[src/tmds_delay.sv]
// package of shared constants and the down-counting delay timer
`default_nettype none

package tmds_pkg;
  // register byte offsets
  localparam logic [11:0] ADDR_CTRL = 12'h000;
  localparam logic [11:0] ADDR_STAT = 12'h004;
  // control word fields
  localparam int CTL_CODE_LSB = 0;
  localparam int CTL_UNIT_LSB = 4;
  localparam int CTL_SLOW_BIT = 8;
  localparam int CTL_CLR_BIT = 31;
  // status word fields
  localparam int ST_DIR_LSB = 0;
  localparam int ST_BUSY_BIT = 4;
  localparam int ST_REFUSED_BIT = 5;
  localparam int ST_WMOTION_BIT = 6;
  localparam int ST_WCTRL_BIT = 7;
  localparam int ST_WTERM_BIT = 8;
  localparam int ST_READ_BIT = 9;
  localparam int ST_ACCEPT_BIT = 10;
  localparam int ST_RWND_LSB = 12;
  localparam int ST_READY_LSB = 16;
  localparam int ST_LDPT_LSB = 20;
  // directive function codes
  localparam logic [2:0] FC_NONE = 3'h0;
  localparam logic [2:0] FC_SKIP = 3'h1;
  localparam logic [2:0] FC_WFM = 3'h2;
  localparam logic [2:0] FC_SFWD = 3'h3;
  localparam logic [2:0] FC_SBWD = 3'h4;
  localparam logic [2:0] FC_BKSP = 3'h5;
  localparam logic [2:0] FC_RWND = 3'h6;
  // file mark frame and end-of-record gap
  localparam logic [5:0] FILE_MARK = 6'h0f;
  localparam logic [1:0] BLANK_FRAMES = 2'h3;
  // timing
  localparam int unsigned CLK_NS = 10;
  localparam int unsigned DLY_FAST_MS = 30;
  localparam int unsigned DLY_SLOW_MS = 70;
  localparam int unsigned FRAME_NS = 1000;
  localparam int unsigned RWND_PULSE_NS = 1000;
  localparam logic [23:0] DLY_FAST_CYC = 24'(DLY_FAST_MS * 1000000 / CLK_NS);
  localparam logic [23:0] DLY_SLOW_CYC = 24'(DLY_SLOW_MS * 1000000 / CLK_NS);
  localparam logic [23:0] FRAME_CYC = 24'((FRAME_NS + CLK_NS - 1) / CLK_NS);
  localparam logic [23:0] RWND_PULSE_CYC = 24'((RWND_PULSE_NS + CLK_NS - 1) / CLK_NS);
  // sequencer states
  typedef enum logic [7:0] {
    ST_IDLE = 8'h01,
    ST_WDELAY = 8'h02,
    ST_WDATA = 8'h04,
    ST_WGAP = 8'h08,
    ST_WCHK = 8'h10,
    ST_WTERM = 8'h20,
    ST_READ = 8'h40,
    ST_RWND = 8'h80
  } tmds_state_e;
endpackage

module tmds_delay (
  // clock and reset
  input wire logic pclk,
  input wire logic presetn,
  // load and expiry
  input wire logic load,
  input wire logic [23:0] load_val,
  output logic done
);
  logic [23:0] cnt_r;
  logic [23:0] cnt_nxt;
  logic done_r;
  logic done_nxt;

  ////////////////////////////////////////////////////////////////
  // count down to zero, flag expiry for one cycle
  always_comb begin
    cnt_nxt = cnt_r;
    done_nxt = 1'b0;
    if (load) begin
      cnt_nxt = load_val;
    end else if (cnt_r != 24'h000000) begin
      cnt_nxt = cnt_r - 24'h000001;
      done_nxt = (cnt_r == 24'h000001);
    end
  end

  always_ff @(posedge pclk or negedge presetn) begin
    if (!presetn) begin
      cnt_r <= 24'h000000;
      done_r <= 1'b0;
    end else begin
      cnt_r <= cnt_nxt;
      done_r <= done_nxt;
    end
  end

  assign done = done_r;
endmodule // tmds_delay

`default_nettype wire

[src/tmds_sync.sv]
// two-flop synchroniser for handler status lines
`default_nettype none

module tmds_sync #(
  parameter int W = 9
) (
  // clock and reset
  input wire logic pclk,
  input wire logic presetn,
  // asynchronous in, synchronised out
  input wire logic [W-1:0] async_in,
  output logic [W-1:0] sync_out
);
  logic [W-1:0] meta_r;
  logic [W-1:0] stable_r;

  ////////////////////////////////////////////////////////////////
  // first stage feeds only the second
  always_ff @(posedge pclk or negedge presetn) begin
    if (!presetn) begin
      meta_r <= '0;
      stable_r <= '0;
    end else begin
      meta_r <= async_in;
      stable_r <= meta_r;
    end
  end

  assign sync_out = stable_r;
endmodule // tmds_sync

`default_nettype wire

[src/tmds_top.sv]
// tape motion directive sequencer with apb register access
`default_nettype none

module tmds_top #(
  parameter logic [23:0] DLY_FAST_CYC = tmds_pkg::DLY_FAST_CYC,
  parameter logic [23:0] DLY_SLOW_CYC = tmds_pkg::DLY_SLOW_CYC
) (
  // apb slave
  input wire logic pclk,
  input wire logic presetn,
  input wire logic psel,
  input wire logic penable,
  input wire logic pwrite,
  input wire logic [11:0] paddr,
  input wire logic [31:0] pwdata,
  output logic [31:0] prdata,
  output logic pready,
  output logic pslverr,
  // tape handler status, asynchronous
  input wire logic [3:0] hnd_ready,
  input wire logic [3:0] hnd_load_point,
  input wire logic hnd_eor,
  // tape handler motion and mode
  output logic [1:0] hnd_unit,
  output logic hnd_forward,
  output logic hnd_reverse,
  output logic hnd_read,
  output logic hnd_write,
  output logic hnd_search,
  output logic hnd_rewind,
  // write frames toward the head
  output logic [5:0] wr_data,
  output logic wr_strobe
);
  ////////////////////////////////////////////////////////////////
  // helpers
  function automatic logic is_reverse(input logic [2:0] code);
    is_reverse = (code == tmds_pkg::FC_SBWD) || (code == tmds_pkg::FC_BKSP);
  endfunction

  function automatic logic is_search(input logic [2:0] code);
    is_search = (code == tmds_pkg::FC_SFWD) || (code == tmds_pkg::FC_SBWD);
  endfunction

  ////////////////////////////////////////////////////////////////
  // declarations
  tmds_pkg::tmds_state_e state_r;
  tmds_pkg::tmds_state_e state_nxt;
  logic [2:0] dir_r, dir_nxt;
  logic [1:0] unit_r, unit_nxt;
  logic slow_r, slow_nxt;
  logic write_motion_r, write_motion_nxt;
  logic write_control_r, write_control_nxt;
  logic write_term1_r, write_term1_nxt;
  logic data_accepted_flag_r, data_accepted_flag_nxt;
  logic [5:0] first_write_register_r, first_write_register_nxt;
  logic read_flag_r, read_flag_nxt;
  logic [5:0] lrc_r, lrc_nxt;
  logic [1:0] blank_cnt_r, blank_cnt_nxt;
  logic [3:0] rewinding_r, rewinding_nxt;
  logic refused_r, refused_nxt;
  logic eor_d_r;
  logic [1:0] hnd_unit_r, hnd_unit_nxt;
  logic hnd_forward_r, hnd_forward_nxt;
  logic hnd_reverse_r, hnd_reverse_nxt;
  logic hnd_read_r, hnd_read_nxt;
  logic hnd_write_r, hnd_write_nxt;
  logic hnd_search_r, hnd_search_nxt;
  logic hnd_rewind_r, hnd_rewind_nxt;
  logic [5:0] wr_data_r, wr_data_nxt;
  logic wr_strobe_r, wr_strobe_nxt;
  logic [31:0] prdata_r, prdata_nxt;
  logic pready_r, pready_nxt;
  logic pslverr_r, pslverr_nxt;
  logic [8:0] hsync;
  logic [3:0] ready_s;
  logic [3:0] ldpt_s;
  logic eor_s;
  logic eor_rise;
  logic tmr_load;
  logic [23:0] tmr_val;
  logic tmr_done;
  logic ctrl_wr;
  logic [2:0] req_code;
  logic [1:0] req_unit;
  logic req_clear;
  logic req_ok;
  logic start_ok;
  logic [31:0] stat_word;

  ////////////////////////////////////////////////////////////////
  // submodules
  tmds_sync #(
    .W(9)
  ) u_sync (
    .pclk(pclk),
    .presetn(presetn),
    .async_in({hnd_eor, hnd_load_point, hnd_ready}),
    .sync_out(hsync)
  );

  tmds_delay u_delay (
    .pclk(pclk),
    .presetn(presetn),
    .load(tmr_load),
    .load_val(tmr_val),
    .done(tmr_done)
  );

  // synchronised handler lines and end-of-record edge
  assign ready_s = hsync[3:0];
  assign ldpt_s = hsync[7:4];
  assign eor_s = hsync[8];
  assign eor_rise = eor_s && !eor_d_r;

  ////////////////////////////////////////////////////////////////
  // control word decode
  assign ctrl_wr = psel && penable && pready_r && pwrite && (paddr == tmds_pkg::ADDR_CTRL);
  assign req_code = pwdata[tmds_pkg::CTL_CODE_LSB +: 3];
  assign req_unit = pwdata[tmds_pkg::CTL_UNIT_LSB +: 2];
  assign req_clear = pwdata[tmds_pkg::CTL_CLR_BIT];
  assign req_ok = ctrl_wr && !req_clear && (state_r == tmds_pkg::ST_IDLE) &&
                  (req_code != tmds_pkg::FC_NONE) && (req_code <= tmds_pkg::FC_RWND);
  assign start_ok = req_ok && !rewinding_r[req_unit];

  ////////////////////////////////////////////////////////////////
  // sequencer next state, flags and handler lines
  always_comb begin
    state_nxt = state_r;
    dir_nxt = dir_r;
    unit_nxt = unit_r;
    slow_nxt = slow_r;
    write_motion_nxt = write_motion_r;
    write_control_nxt = write_control_r;
    write_term1_nxt = write_term1_r;
    data_accepted_flag_nxt = data_accepted_flag_r;
    first_write_register_nxt = first_write_register_r;
    read_flag_nxt = read_flag_r;
    lrc_nxt = lrc_r;
    blank_cnt_nxt = blank_cnt_r;
    refused_nxt = refused_r;
    wr_data_nxt = wr_data_r;
    wr_strobe_nxt = 1'b0;
    tmr_load = 1'b0;
    tmr_val = tmds_pkg::FRAME_CYC;
    // ready and load point report frees the handler
    rewinding_nxt = rewinding_r & ~(ready_s & ldpt_s);
    if (ctrl_wr && req_clear) begin
      // master clear drops the active directive
      state_nxt = tmds_pkg::ST_IDLE;
      dir_nxt = tmds_pkg::FC_NONE;
      write_motion_nxt = 1'b0;
      write_control_nxt = 1'b0;
      write_term1_nxt = 1'b0;
      data_accepted_flag_nxt = 1'b0;
      read_flag_nxt = 1'b0;
      refused_nxt = 1'b0;
    end else if (req_ok && rewinding_r[req_unit]) begin
      refused_nxt = 1'b1;
    end else if (start_ok) begin
      // other handlers stay usable while one rewinds
      refused_nxt = 1'b0;
      dir_nxt = req_code;
      unit_nxt = req_unit;
      slow_nxt = pwdata[tmds_pkg::CTL_SLOW_BIT];
      lrc_nxt = 6'h00;
      blank_cnt_nxt = 2'h0;
      case (req_code)
        tmds_pkg::FC_SKIP, tmds_pkg::FC_WFM: begin
          write_motion_nxt = 1'b1;
          tmr_load = 1'b1;
          tmr_val = pwdata[tmds_pkg::CTL_SLOW_BIT] ? DLY_SLOW_CYC : DLY_FAST_CYC;
          state_nxt = tmds_pkg::ST_WDELAY;
        end
        tmds_pkg::FC_SFWD, tmds_pkg::FC_SBWD, tmds_pkg::FC_BKSP: begin
          read_flag_nxt = 1'b1;
          state_nxt = tmds_pkg::ST_READ;
        end
        tmds_pkg::FC_RWND: begin
          tmr_load = 1'b1;
          tmr_val = tmds_pkg::RWND_PULSE_CYC;
          state_nxt = tmds_pkg::ST_RWND;
        end
        default: begin
          state_nxt = tmds_pkg::ST_IDLE;
        end
      endcase
    end else begin
      case (state_r)
        tmds_pkg::ST_IDLE: begin
          state_nxt = tmds_pkg::ST_IDLE;
        end
        tmds_pkg::ST_WDELAY: begin
          if (tmr_done) begin
            write_control_nxt = 1'b1;
            if (dir_r == tmds_pkg::FC_WFM) begin
              data_accepted_flag_nxt = 1'b1;
              first_write_register_nxt = tmds_pkg::FILE_MARK;
              state_nxt = tmds_pkg::ST_WDATA;
            end else begin
              state_nxt = tmds_pkg::ST_WTERM;
            end
          end
        end
        tmds_pkg::ST_WDATA: begin
          // the one and only data frame
          wr_strobe_nxt = 1'b1;
          wr_data_nxt = first_write_register_r;
          lrc_nxt = lrc_r ^ first_write_register_r;
          data_accepted_flag_nxt = 1'b0;
          tmr_load = 1'b1;
          state_nxt = tmds_pkg::ST_WGAP;
        end
        tmds_pkg::ST_WGAP: begin
          if (tmr_done) begin
            blank_cnt_nxt = blank_cnt_r + 2'h1;
            if (blank_cnt_r + 2'h1 == tmds_pkg::BLANK_FRAMES) begin
              state_nxt = tmds_pkg::ST_WCHK;
            end else begin
              tmr_load = 1'b1;
            end
          end
        end
        tmds_pkg::ST_WCHK: begin
          // check character closes the record
          wr_strobe_nxt = 1'b1;
          wr_data_nxt = lrc_r;
          state_nxt = tmds_pkg::ST_WTERM;
        end
        tmds_pkg::ST_WTERM: begin
          if (!write_term1_r) begin
            write_term1_nxt = 1'b1;
            tmr_load = 1'b1;
          end else if (tmr_done) begin
            state_nxt = tmds_pkg::ST_IDLE;
            dir_nxt = tmds_pkg::FC_NONE;
            write_motion_nxt = 1'b0;
            write_control_nxt = 1'b0;
            write_term1_nxt = 1'b0;
          end
        end
        tmds_pkg::ST_READ: begin
          // search stretches only through handler filtering of end of record
          if (eor_rise) begin
            state_nxt = tmds_pkg::ST_IDLE;
            dir_nxt = tmds_pkg::FC_NONE;
            read_flag_nxt = 1'b0;
          end
        end
        tmds_pkg::ST_RWND: begin
          if (tmr_done) begin
            rewinding_nxt[unit_r] = 1'b1;
            state_nxt = tmds_pkg::ST_IDLE;
            dir_nxt = tmds_pkg::FC_NONE;
          end
        end
        default: begin
          state_nxt = tmds_pkg::ST_IDLE;
        end
      endcase
    end
    // handler lines follow the next flag and unit values, rewind the next state
    hnd_unit_nxt = unit_nxt;
    hnd_write_nxt = write_motion_nxt;
    hnd_read_nxt = read_flag_nxt;
    hnd_reverse_nxt = read_flag_nxt && is_reverse(dir_nxt);
    hnd_forward_nxt = write_motion_nxt || (read_flag_nxt && !is_reverse(dir_nxt));
    hnd_search_nxt = read_flag_nxt && is_search(dir_nxt);
    hnd_rewind_nxt = (state_nxt == tmds_pkg::ST_RWND);
  end

  always_ff @(posedge pclk or negedge presetn) begin
    if (!presetn) begin
      state_r <= tmds_pkg::ST_IDLE;
      dir_r <= tmds_pkg::FC_NONE;
      unit_r <= 2'h0;
      slow_r <= 1'b0;
      write_motion_r <= 1'b0;
      write_control_r <= 1'b0;
      write_term1_r <= 1'b0;
      data_accepted_flag_r <= 1'b0;
      first_write_register_r <= 6'h00;
      read_flag_r <= 1'b0;
      lrc_r <= 6'h00;
      blank_cnt_r <= 2'h0;
      rewinding_r <= 4'h0;
      refused_r <= 1'b0;
      eor_d_r <= 1'b0;
      hnd_unit_r <= 2'h0;
      hnd_forward_r <= 1'b0;
      hnd_reverse_r <= 1'b0;
      hnd_read_r <= 1'b0;
      hnd_write_r <= 1'b0;
      hnd_search_r <= 1'b0;
      hnd_rewind_r <= 1'b0;
      wr_data_r <= 6'h00;
      wr_strobe_r <= 1'b0;
    end else begin
      state_r <= state_nxt;
      dir_r <= dir_nxt;
      unit_r <= unit_nxt;
      slow_r <= slow_nxt;
      write_motion_r <= write_motion_nxt;
      write_control_r <= write_control_nxt;
      write_term1_r <= write_term1_nxt;
      data_accepted_flag_r <= data_accepted_flag_nxt;
      first_write_register_r <= first_write_register_nxt;
      read_flag_r <= read_flag_nxt;
      lrc_r <= lrc_nxt;
      blank_cnt_r <= blank_cnt_nxt;
      rewinding_r <= rewinding_nxt;
      refused_r <= refused_nxt;
      eor_d_r <= eor_s;
      hnd_unit_r <= hnd_unit_nxt;
      hnd_forward_r <= hnd_forward_nxt;
      hnd_reverse_r <= hnd_reverse_nxt;
      hnd_read_r <= hnd_read_nxt;
      hnd_write_r <= hnd_write_nxt;
      hnd_search_r <= hnd_search_nxt;
      hnd_rewind_r <= hnd_rewind_nxt;
      wr_data_r <= wr_data_nxt;
      wr_strobe_r <= wr_strobe_nxt;
    end
  end

  ////////////////////////////////////////////////////////////////
  // status word assembly
  always_comb begin
    stat_word = 32'h00000000;
    stat_word[tmds_pkg::ST_DIR_LSB +: 3] = dir_r;
    stat_word[tmds_pkg::ST_BUSY_BIT] = (state_r != tmds_pkg::ST_IDLE);
    stat_word[tmds_pkg::ST_REFUSED_BIT] = refused_r;
    stat_word[tmds_pkg::ST_WMOTION_BIT] = write_motion_r;
    stat_word[tmds_pkg::ST_WCTRL_BIT] = write_control_r;
    stat_word[tmds_pkg::ST_WTERM_BIT] = write_term1_r;
    stat_word[tmds_pkg::ST_READ_BIT] = read_flag_r;
    stat_word[tmds_pkg::ST_ACCEPT_BIT] = data_accepted_flag_r;
    stat_word[tmds_pkg::ST_RWND_LSB +: 4] = rewinding_r;
    stat_word[tmds_pkg::ST_READY_LSB +: 4] = ready_s;
    stat_word[tmds_pkg::ST_LDPT_LSB +: 4] = ldpt_s;
  end

  ////////////////////////////////////////////////////////////////
  // apb answer: ready and data captured in the setup cycle
  always_comb begin
    pready_nxt = psel && !penable;
    pslverr_nxt = 1'b0;
    prdata_nxt = 32'h00000000;
    if (psel && !penable) begin
      if (paddr == tmds_pkg::ADDR_STAT) begin
        prdata_nxt = pwrite ? 32'h00000000 : stat_word;
      end else if (paddr == tmds_pkg::ADDR_CTRL) begin
        prdata_nxt = {29'h00000000, dir_r};
      end else begin
        pslverr_nxt = 1'b1;
      end
    end
  end

  always_ff @(posedge pclk or negedge presetn) begin
    if (!presetn) begin
      prdata_r <= 32'h00000000;
      pready_r <= 1'b0;
      pslverr_r <= 1'b0;
    end else begin
      prdata_r <= prdata_nxt;
      pready_r <= pready_nxt;
      pslverr_r <= pslverr_nxt;
    end
  end

  // outputs straight from flops
  assign prdata = prdata_r;
  assign pready = pready_r;
  assign pslverr = pslverr_r;
  assign hnd_unit = hnd_unit_r;
  assign hnd_forward = hnd_forward_r;
  assign hnd_reverse = hnd_reverse_r;
  assign hnd_read = hnd_read_r;
  assign hnd_write = hnd_write_r;
  assign hnd_search = hnd_search_r;
  assign hnd_rewind = hnd_rewind_r;
  assign wr_data = wr_data_r;
  assign wr_strobe = wr_strobe_r;
endmodule // tmds_top

`default_nettype wire

[config.mk]
export PLATFORM = sky130hd
export DESIGN_NAME = tmds_top
export DESIGN_NICKNAME = d
export VERILOG_FILES = /design/src/tmds_delay.sv /design/src/tmds_sync.sv /design/src/tmds_top.sv
export SDC_FILE = /design/constraint.sdc
export NUM_CORES = 1
export LEC_CHECK = 0
export ABC_AREA = 0
export ABC_CLOCK_PERIOD_IN_PS = 8000
export CORE_UTILIZATION = 40
export CTS_CLUSTER_SIZE = 28
export DETAILED_ROUTE_END_ITERATION = 10
export DONT_BUFFER_PORTS = 1
export GPL_ROUTABILITY_DRIVEN = 0
export PLACE_DENSITY = 0.5
export RECOVER_POWER = 25
export SETUP_SLACK_MARGIN = 0.1
export SYNTH_ARGS = -nofsm -noshare
export SYNTH_HDL_FRONTEND = slang
export SYNTH_HIERARCHICAL = 1
export SYNTH_SLANG_ARGS = --single-unit
[constraint.sdc]
create_clock -name pclk -period 8 [get_ports pclk]
set_clock_uncertainty 0.05 [all_clocks]
set_input_delay 0.4 -clock pclk [delete_from_list [all_inputs] [get_ports pclk]]
set_output_delay 0.4 -clock pclk [all_outputs]
set_load 0.02 [all_outputs]
-- Yosys cells after proc, flatten, opt, wreduce, memory -nomap -nowiden
Index checks and enable logic that the tools add are counted.
- bits of input ports: 58
- logic and storage cells: 216
- register bits after elaboration: 121
- output and inout bits: 49
- eq/ne operators: 29
- $add $sub $neg: 2
- order comparisons: 4
- bitwise operators: 8
- reduce and logical (&&, ||, !) cells: 49
- mux-type cells: 97
- operator list (kind ; number):
    two-way mux 24 bit ; 5
    two-way mux 23 bit ; 5
    two-way mux 8 bit ; 9
    case mux 8 bit (7 select lines) ; 1
    two-way mux 1 bit ; 51
    equality test 24 x 1 -> 1 bit (second input constant) ; 1
    case mux 8 bit (3 select lines) ; 1
    nonzero test 24 bit ; 1
    subtractor 24 x 1 -> 24 bit (second input constant) ; 1
    two-way mux 3 bit ; 7
    two-way mux 4 bit ; 5
    two-way mux 6 bit ; 3
    logical AND 1 bit ; 17
    equality test 8 bit (second input constant) ; 2
    equality test 3 bit (second input constant) ; 5
    equality test 12 x 3 -> 1 bit (second input constant) ; 1
    equality test 3 x 2 -> 1 bit (second input constant) ; 4
    logical NOT 12 bit ; 1
    case mux 6 bit (2 select lines) ; 1
    AND reduction 6 bit ; 2
    nonzero test 2 bit ; 6
    nonzero test 3 bit ; 4
    case mux 3 bit (3 select lines) ; 1
    AND reduction 3 bit ; 3
    other kinds (34) ; 52

-- Depth between registers and ports, before layout
- depth after elaboration: 17
- gate-level depth with buffers: 11
- depth with buffers taken out: 8

-- Modules after synthesis
Netlist, hierarchy kept.
- modules (own cells, without submodules) (module ; cells each ; seq. area each (um2) ; area each (um2) ; instances):
    tmds_top ; 300 ; 1627.8 ; 3115.5 ; 1
    tmds_delay ; 154 ; 625.6 ; 1445.1 ; 1
    tmds_sync ; 18 ; 450.4 ; 450.4 ; 1

-- Worst setup path before layout
Ideal clock, no wire load.
- kind: input to register
- start point: in pwdata[1]
- end point: reg u_delay.cnt_r[17]
- path buffers: 3
- library setup time: 0.083 ns
- data required time: 7.867 ns
- path slack: 5.245 ns
- arrival time: 2.623 ns
- stages: 11
- cells stage by stage: clkbuf_1 -> a21boi_0 -> o2111a_1 -> nand3_1 -> and2b_1 -> a2111oi_0 -> nor3_1 -> clkbuf_1 -> or2_2 -> buf_6 -> o21ai_0
- longest elaborated chain between the ends: 8
- elaborated cells on any way between the ends: 21
- classes of those cells: order compare (1); eq/ne (3); mux (9); reduce/logical (8)
- RTL lines (what ; RTL line ; RTL):
    start, declared ; tmds_top.sv:15 ; input wire logic [31:0] pwdata,
    parallel branches: the longest is 5 deep, another holds <= comparator 3 bit ; -- ;
    two-way mux 1 bit (*) ; tmds_top.sv:158 ; end else if (req_ok && rewinding_r[req_unit]) begin
    two-way mux 1 bit (*) ; tmds_top.sv:148 ; if (ctrl_wr && req_clear) begin
    via tmr_load ; tmds_top.sv:80 ; logic tmr_load;
    two-way mux 24 bit / nonzero test 2 bit (equally long branches) ; -- ;
    end signal, assigned ; tmds_delay.sv:91 ; cnt_r <= cnt_nxt;
    end, declared ; tmds_delay.sv:68 ; logic [23:0] cnt_r;
Mark *: on every way through the listed nets, which the timed path passes.
A chain may end at the register's enable or synchronous reset.

-- Worst setup path after layout
- start point: reg state_r[0]
- end point: reg u_delay.cnt_r[9]
- longest elaborated chain between the ends: 9
- elaborated cells on any way between the ends: 18
- classes of those cells: eq/ne (4); mux (8); reduce/logical (6)
- RTL lines (what ; RTL line ; RTL):
    start, declared ; tmds_top.sv:47 ; tmds_pkg::tmds_state_e state_r;
    start signal, assigned ; tmds_top.sv:274 ; state_r <= tmds_pkg::ST_IDLE;
    start signal, assigned ; tmds_top.sv:299 ; state_r <= state_nxt;
    equality test 8 x 1 -> 1 bit ; tmds_top.sv:122 ; assign req_ok = ctrl_wr && !req_clear && (state_r == tmds_pkg::ST_IDLE) &&
    logical AND 1 bit (2 in a row) ; tmds_top.sv:122 ;
    logical AND 1 bit ; tmds_top.sv:123 ; (req_code != tmds_pkg::FC_NONE) && (req_code <= tmds_pkg::FC_RWND);
    logical AND 1 bit ; tmds_top.sv:124 ; assign start_ok = req_ok && !rewinding_r[req_unit];
    two-way mux 1 bit ; tmds_top.sv:160 ; end else if (start_ok) begin
    two-way mux 1 bit (*) ; tmds_top.sv:158 ;
    two-way mux 1 bit (*) ; tmds_top.sv:148 ;
    via tmr_load ; tmds_top.sv:80 ;
    two-way mux 24 bit / nonzero test 2 bit (equally long branches) ; -- ;
The timed path passes the listed nets; every way through them passes the cells marked *.

==> results.py <==
metrics = {
    "synthesis": {
        "yosysWarningCount": 6,
        "synthTopCellsByCount": "107 x dfrtp_1, 53 x nand2_1, 34 x nor2_1, 23 x and2_1",
        "synth_top_area_share_pct": 53.4,
        "synth.area.top_cells": "dfrtp_1 53%, nand2_1 4.0%, xnor2_1 3.3%",
        "syn_inst": 472,
        "synth_seq_cells": 108,
        "async_flop_share_pct": 100,
        "syn_area_per_cell_um2": 10.6,
        "yosysSeqAreaShare_pct": 54.0,
        "synth_edf_count": 0,
        "synthFlopType": "dfrtp_1",
        "yosys.area.top_type": "dfrtp_1",
        "syn_area_um2": 5010,
        "synth_most_common_cell": "dfrtp_1",
        "yosysUniqueCellTypes": 68,
    },
    "worst_setup_path": {
        "cp_max_fo": 36,
        "reg2reg_from": "state_r[0]",
        "required_ns": 8.17,
        "crit_path_end_kind": "register",
        "rr_worst_depth": 9,
        "r2r-end": "u_delay/cnt_r[9]",
        "arrival_ns": 3.64,
        "crit_path_start_kind": "register",
        "reg2reg_slack_ns": 4.53,
        "path_class": "register to register",
    },
    "detailed_routing": {
        "dr.pass1.iters": 4,
        "wire_per_inst_um": 16.3,
        "ant_nets": 0,
        "drc_errors": 0,
        "wl_um": 10800,
        "vias": 3417,
        "first_iter_violations": 153,
        "via_per_inst": 5.16,
    },
    "global_routing": {
        "grt.total_usage_pct": 18.1,
        "grt_pass1_vias": 3384,
        "antenna_found_initial": 0,
        "grt_pass1_wl_um": 17900,
        "grt_max_degree": 109,
        "overflow": 0,
    },
    "timing": {
        "slew-limit-headroom_pct": 27.6,
        "finalCritPeriodShare_pct": 43.4,
        "setup_violations": 0,
        "fmax_ghz": 0.288,
        "min_period_ns": 3.47,
        "hold_viol": 0,
        "worst_pin_slew_ns": 1.08,
        "setup_ws_ns": 4.53,
        "tns_ns": 0,
        "rsz0062_at_grt": "false",
        "slew_violations": 0,
    },
    "floorplanning": {
        "start_util_pct": 41.4,
        "die_y_um": 114,
        "chipWidth_um": 114,
        "rows": 40,
        "fp.coreArea_um2": 12100,
        "die_area_um2": 13000,
        "io_pins": 107,
    },
    "min_path": {
        "hold_path_startpoint": "hnd_load_point[1]",
        "holdCritPathClass": "primary input to register",
        "whs_endpoint": "u_sync/meta_r[5]",
        "whs_path_depth": 0,
    },
    "power": {
        "leakage_nw": 2.36,
        "powerDensity_nw_per_um2": 188,
        "peakVddDrop_uv": 115,
    },
    "cts": {
        "clkLatencyLatePin_ns": 0.36,
        "cts_tree": "done",
        "clk_pin_slew_ns": 0.08,
        "cts_resized": 0,
        "cts.sinks": 108,
        "clk_path_buf_depth": 2,
        "cts_max_level": 3,
        "numCtsBuffers": 9,
        "ctsRootBufferMaster": "clkbuf_16",
    },
    "finish": {
        "diodes": 0,
        "area_delta_synth_final_pct": 11.3,
        "fin_nets": 551,
        "fillers": 1181,
        "drive_gt1_share_pct": 10.3,
    },
    "place": {
        "dpl_worst_slack_ns": 4.55,
        "portBuffers": 0,
        "hpwl_um": 7360,
    },
    "status": {
        "status": "completed",
    },
    "job": {
        "drv_cap": 0,
    },
}
[state kept, by name (all words and copies together) (netlist names), 4 cells and up]
name,count
u_sync/sync_out,9
u_delay/cnt_r,24
state_r,8
u_sync/meta_r,9
rewinding_r,4
wr_data,5
lrc_r,4
prdata,22
[worst max-delay path by stage]
stage	cells after the start	start	end
final	9	state_r[0]	u_delay/cnt_r[9]
after CTS	9	state_r[0]	u_delay/cnt_r[9]
after global routing	9	state_r[0]	u_delay/cnt_r[9]
after detailed placement	9	state_r[0]	u_delay/cnt_r[9]
after global placement	9	state_r[0]	u_delay/cnt_r[19]
after floorplan	11	pwdata[1]	u_delay/cnt_r[17]
[cells by family after synthesis]
group | Yosys count | synth area share, %
and+or+nand+nor | 209 | 24.5
buffers and inverters | 37 | 3.82
DFF | 108 | 54.0
other | 2 | 0.150
adders and majority gates | 4 | 0.999
AOI/OAI and AO/OA | 78 | 10.4
xor gates and xnor gates | 26 | 4.54
muxes | 8 | 1.67
[per-stage QoR]
step           power [mW]  hold slack, ns  instances  area (µm²)  util [%]
2_1_floorplan       0.588          0.0544        489        5070         -
3_3_place_gp        0.586          0.0566        637        5170      42.7
3_5_place_dp        0.586          0.0566        637        5170      42.7
4_1_cts              1.06        0.000566        658        5540      45.7
5_1_grt              1.09        0.000189        662        5580      46.0
6_report             1.05          0.0182        662        5580      46.0
[worst max-delay path: stages (launching register included)]
cell and delay, ns:
dfstp_2 0.57, nor4b_1 0.58, o2111a_1 0.35, nand3_1 0.15, and2b_1 0.45, a2111oi_0 0.17, nor3_2 0.14, buf_4 0.36
or2_2 0.36, o21ai_0 0.14
[report_power, final]
group	total (mW)	leakage [nW]	internal [mW]	switching, mW
clock	0.457	0.144	0.246	0.211
sequential	0.558	1.33	0.553	0.00544
combinational	0.0320	0.886	0.0107	0.0214
[layout by cell type (no fill, tap or decap), types with 4 or more instances in the layout]
master,n
a21oi_1,14
dfrtp_1,107
xor2_1,7
and3_1,4
inv_1,14
xnor2_1,19
o21ai_0,20
clkbuf_16,9
mux2i_1,5
ha_1,4
nand4_1,5
nor2_1,34
or3_1,5
dlygate4sd3_1,8
nor4_2,7
nor2b_1,9
o31ai_1,7
o21ai_1,5
nand2_1,53
and2_1,23
conb_1,19
a2111oi_0,4
nand3_1,10
nor4_1,7
nor3_1,19
[area by class of cell]
class / count / area (µm²) / share of cell area [%]
Sequential cell: 108 / 2700 / 48.5
Multi-Input combinational cell: 344 / 2180 / 39.2
Clock buffer: 10 / 229 / 4.11
Tap cell: 168 / 210 / 3.77
Timing Repair Buffer: 11 / 123 / 2.20
Clock inverter: 6 / 68.8 / 1.23
Inverter: 15 / 56.3 / 1.01
[what timing repair did]
| action | 4_1_cts | 5_1_grt |
|---|---|---|
| hold endpoints to repair | 111 | 4 |
| hold buffers | 5 | 4 |
| buffers inserted | 0 | 0 |
[metal layers]
metal	global-route usage, %	routed length [µm]	part of all wire [%]
met1	23.3	5040	47
met2	29.3	5090	47
met3	3.51	404	3.7
met4	9.09	264	2.4
met5	0	0	0
(Power assumes the default switching activity.)
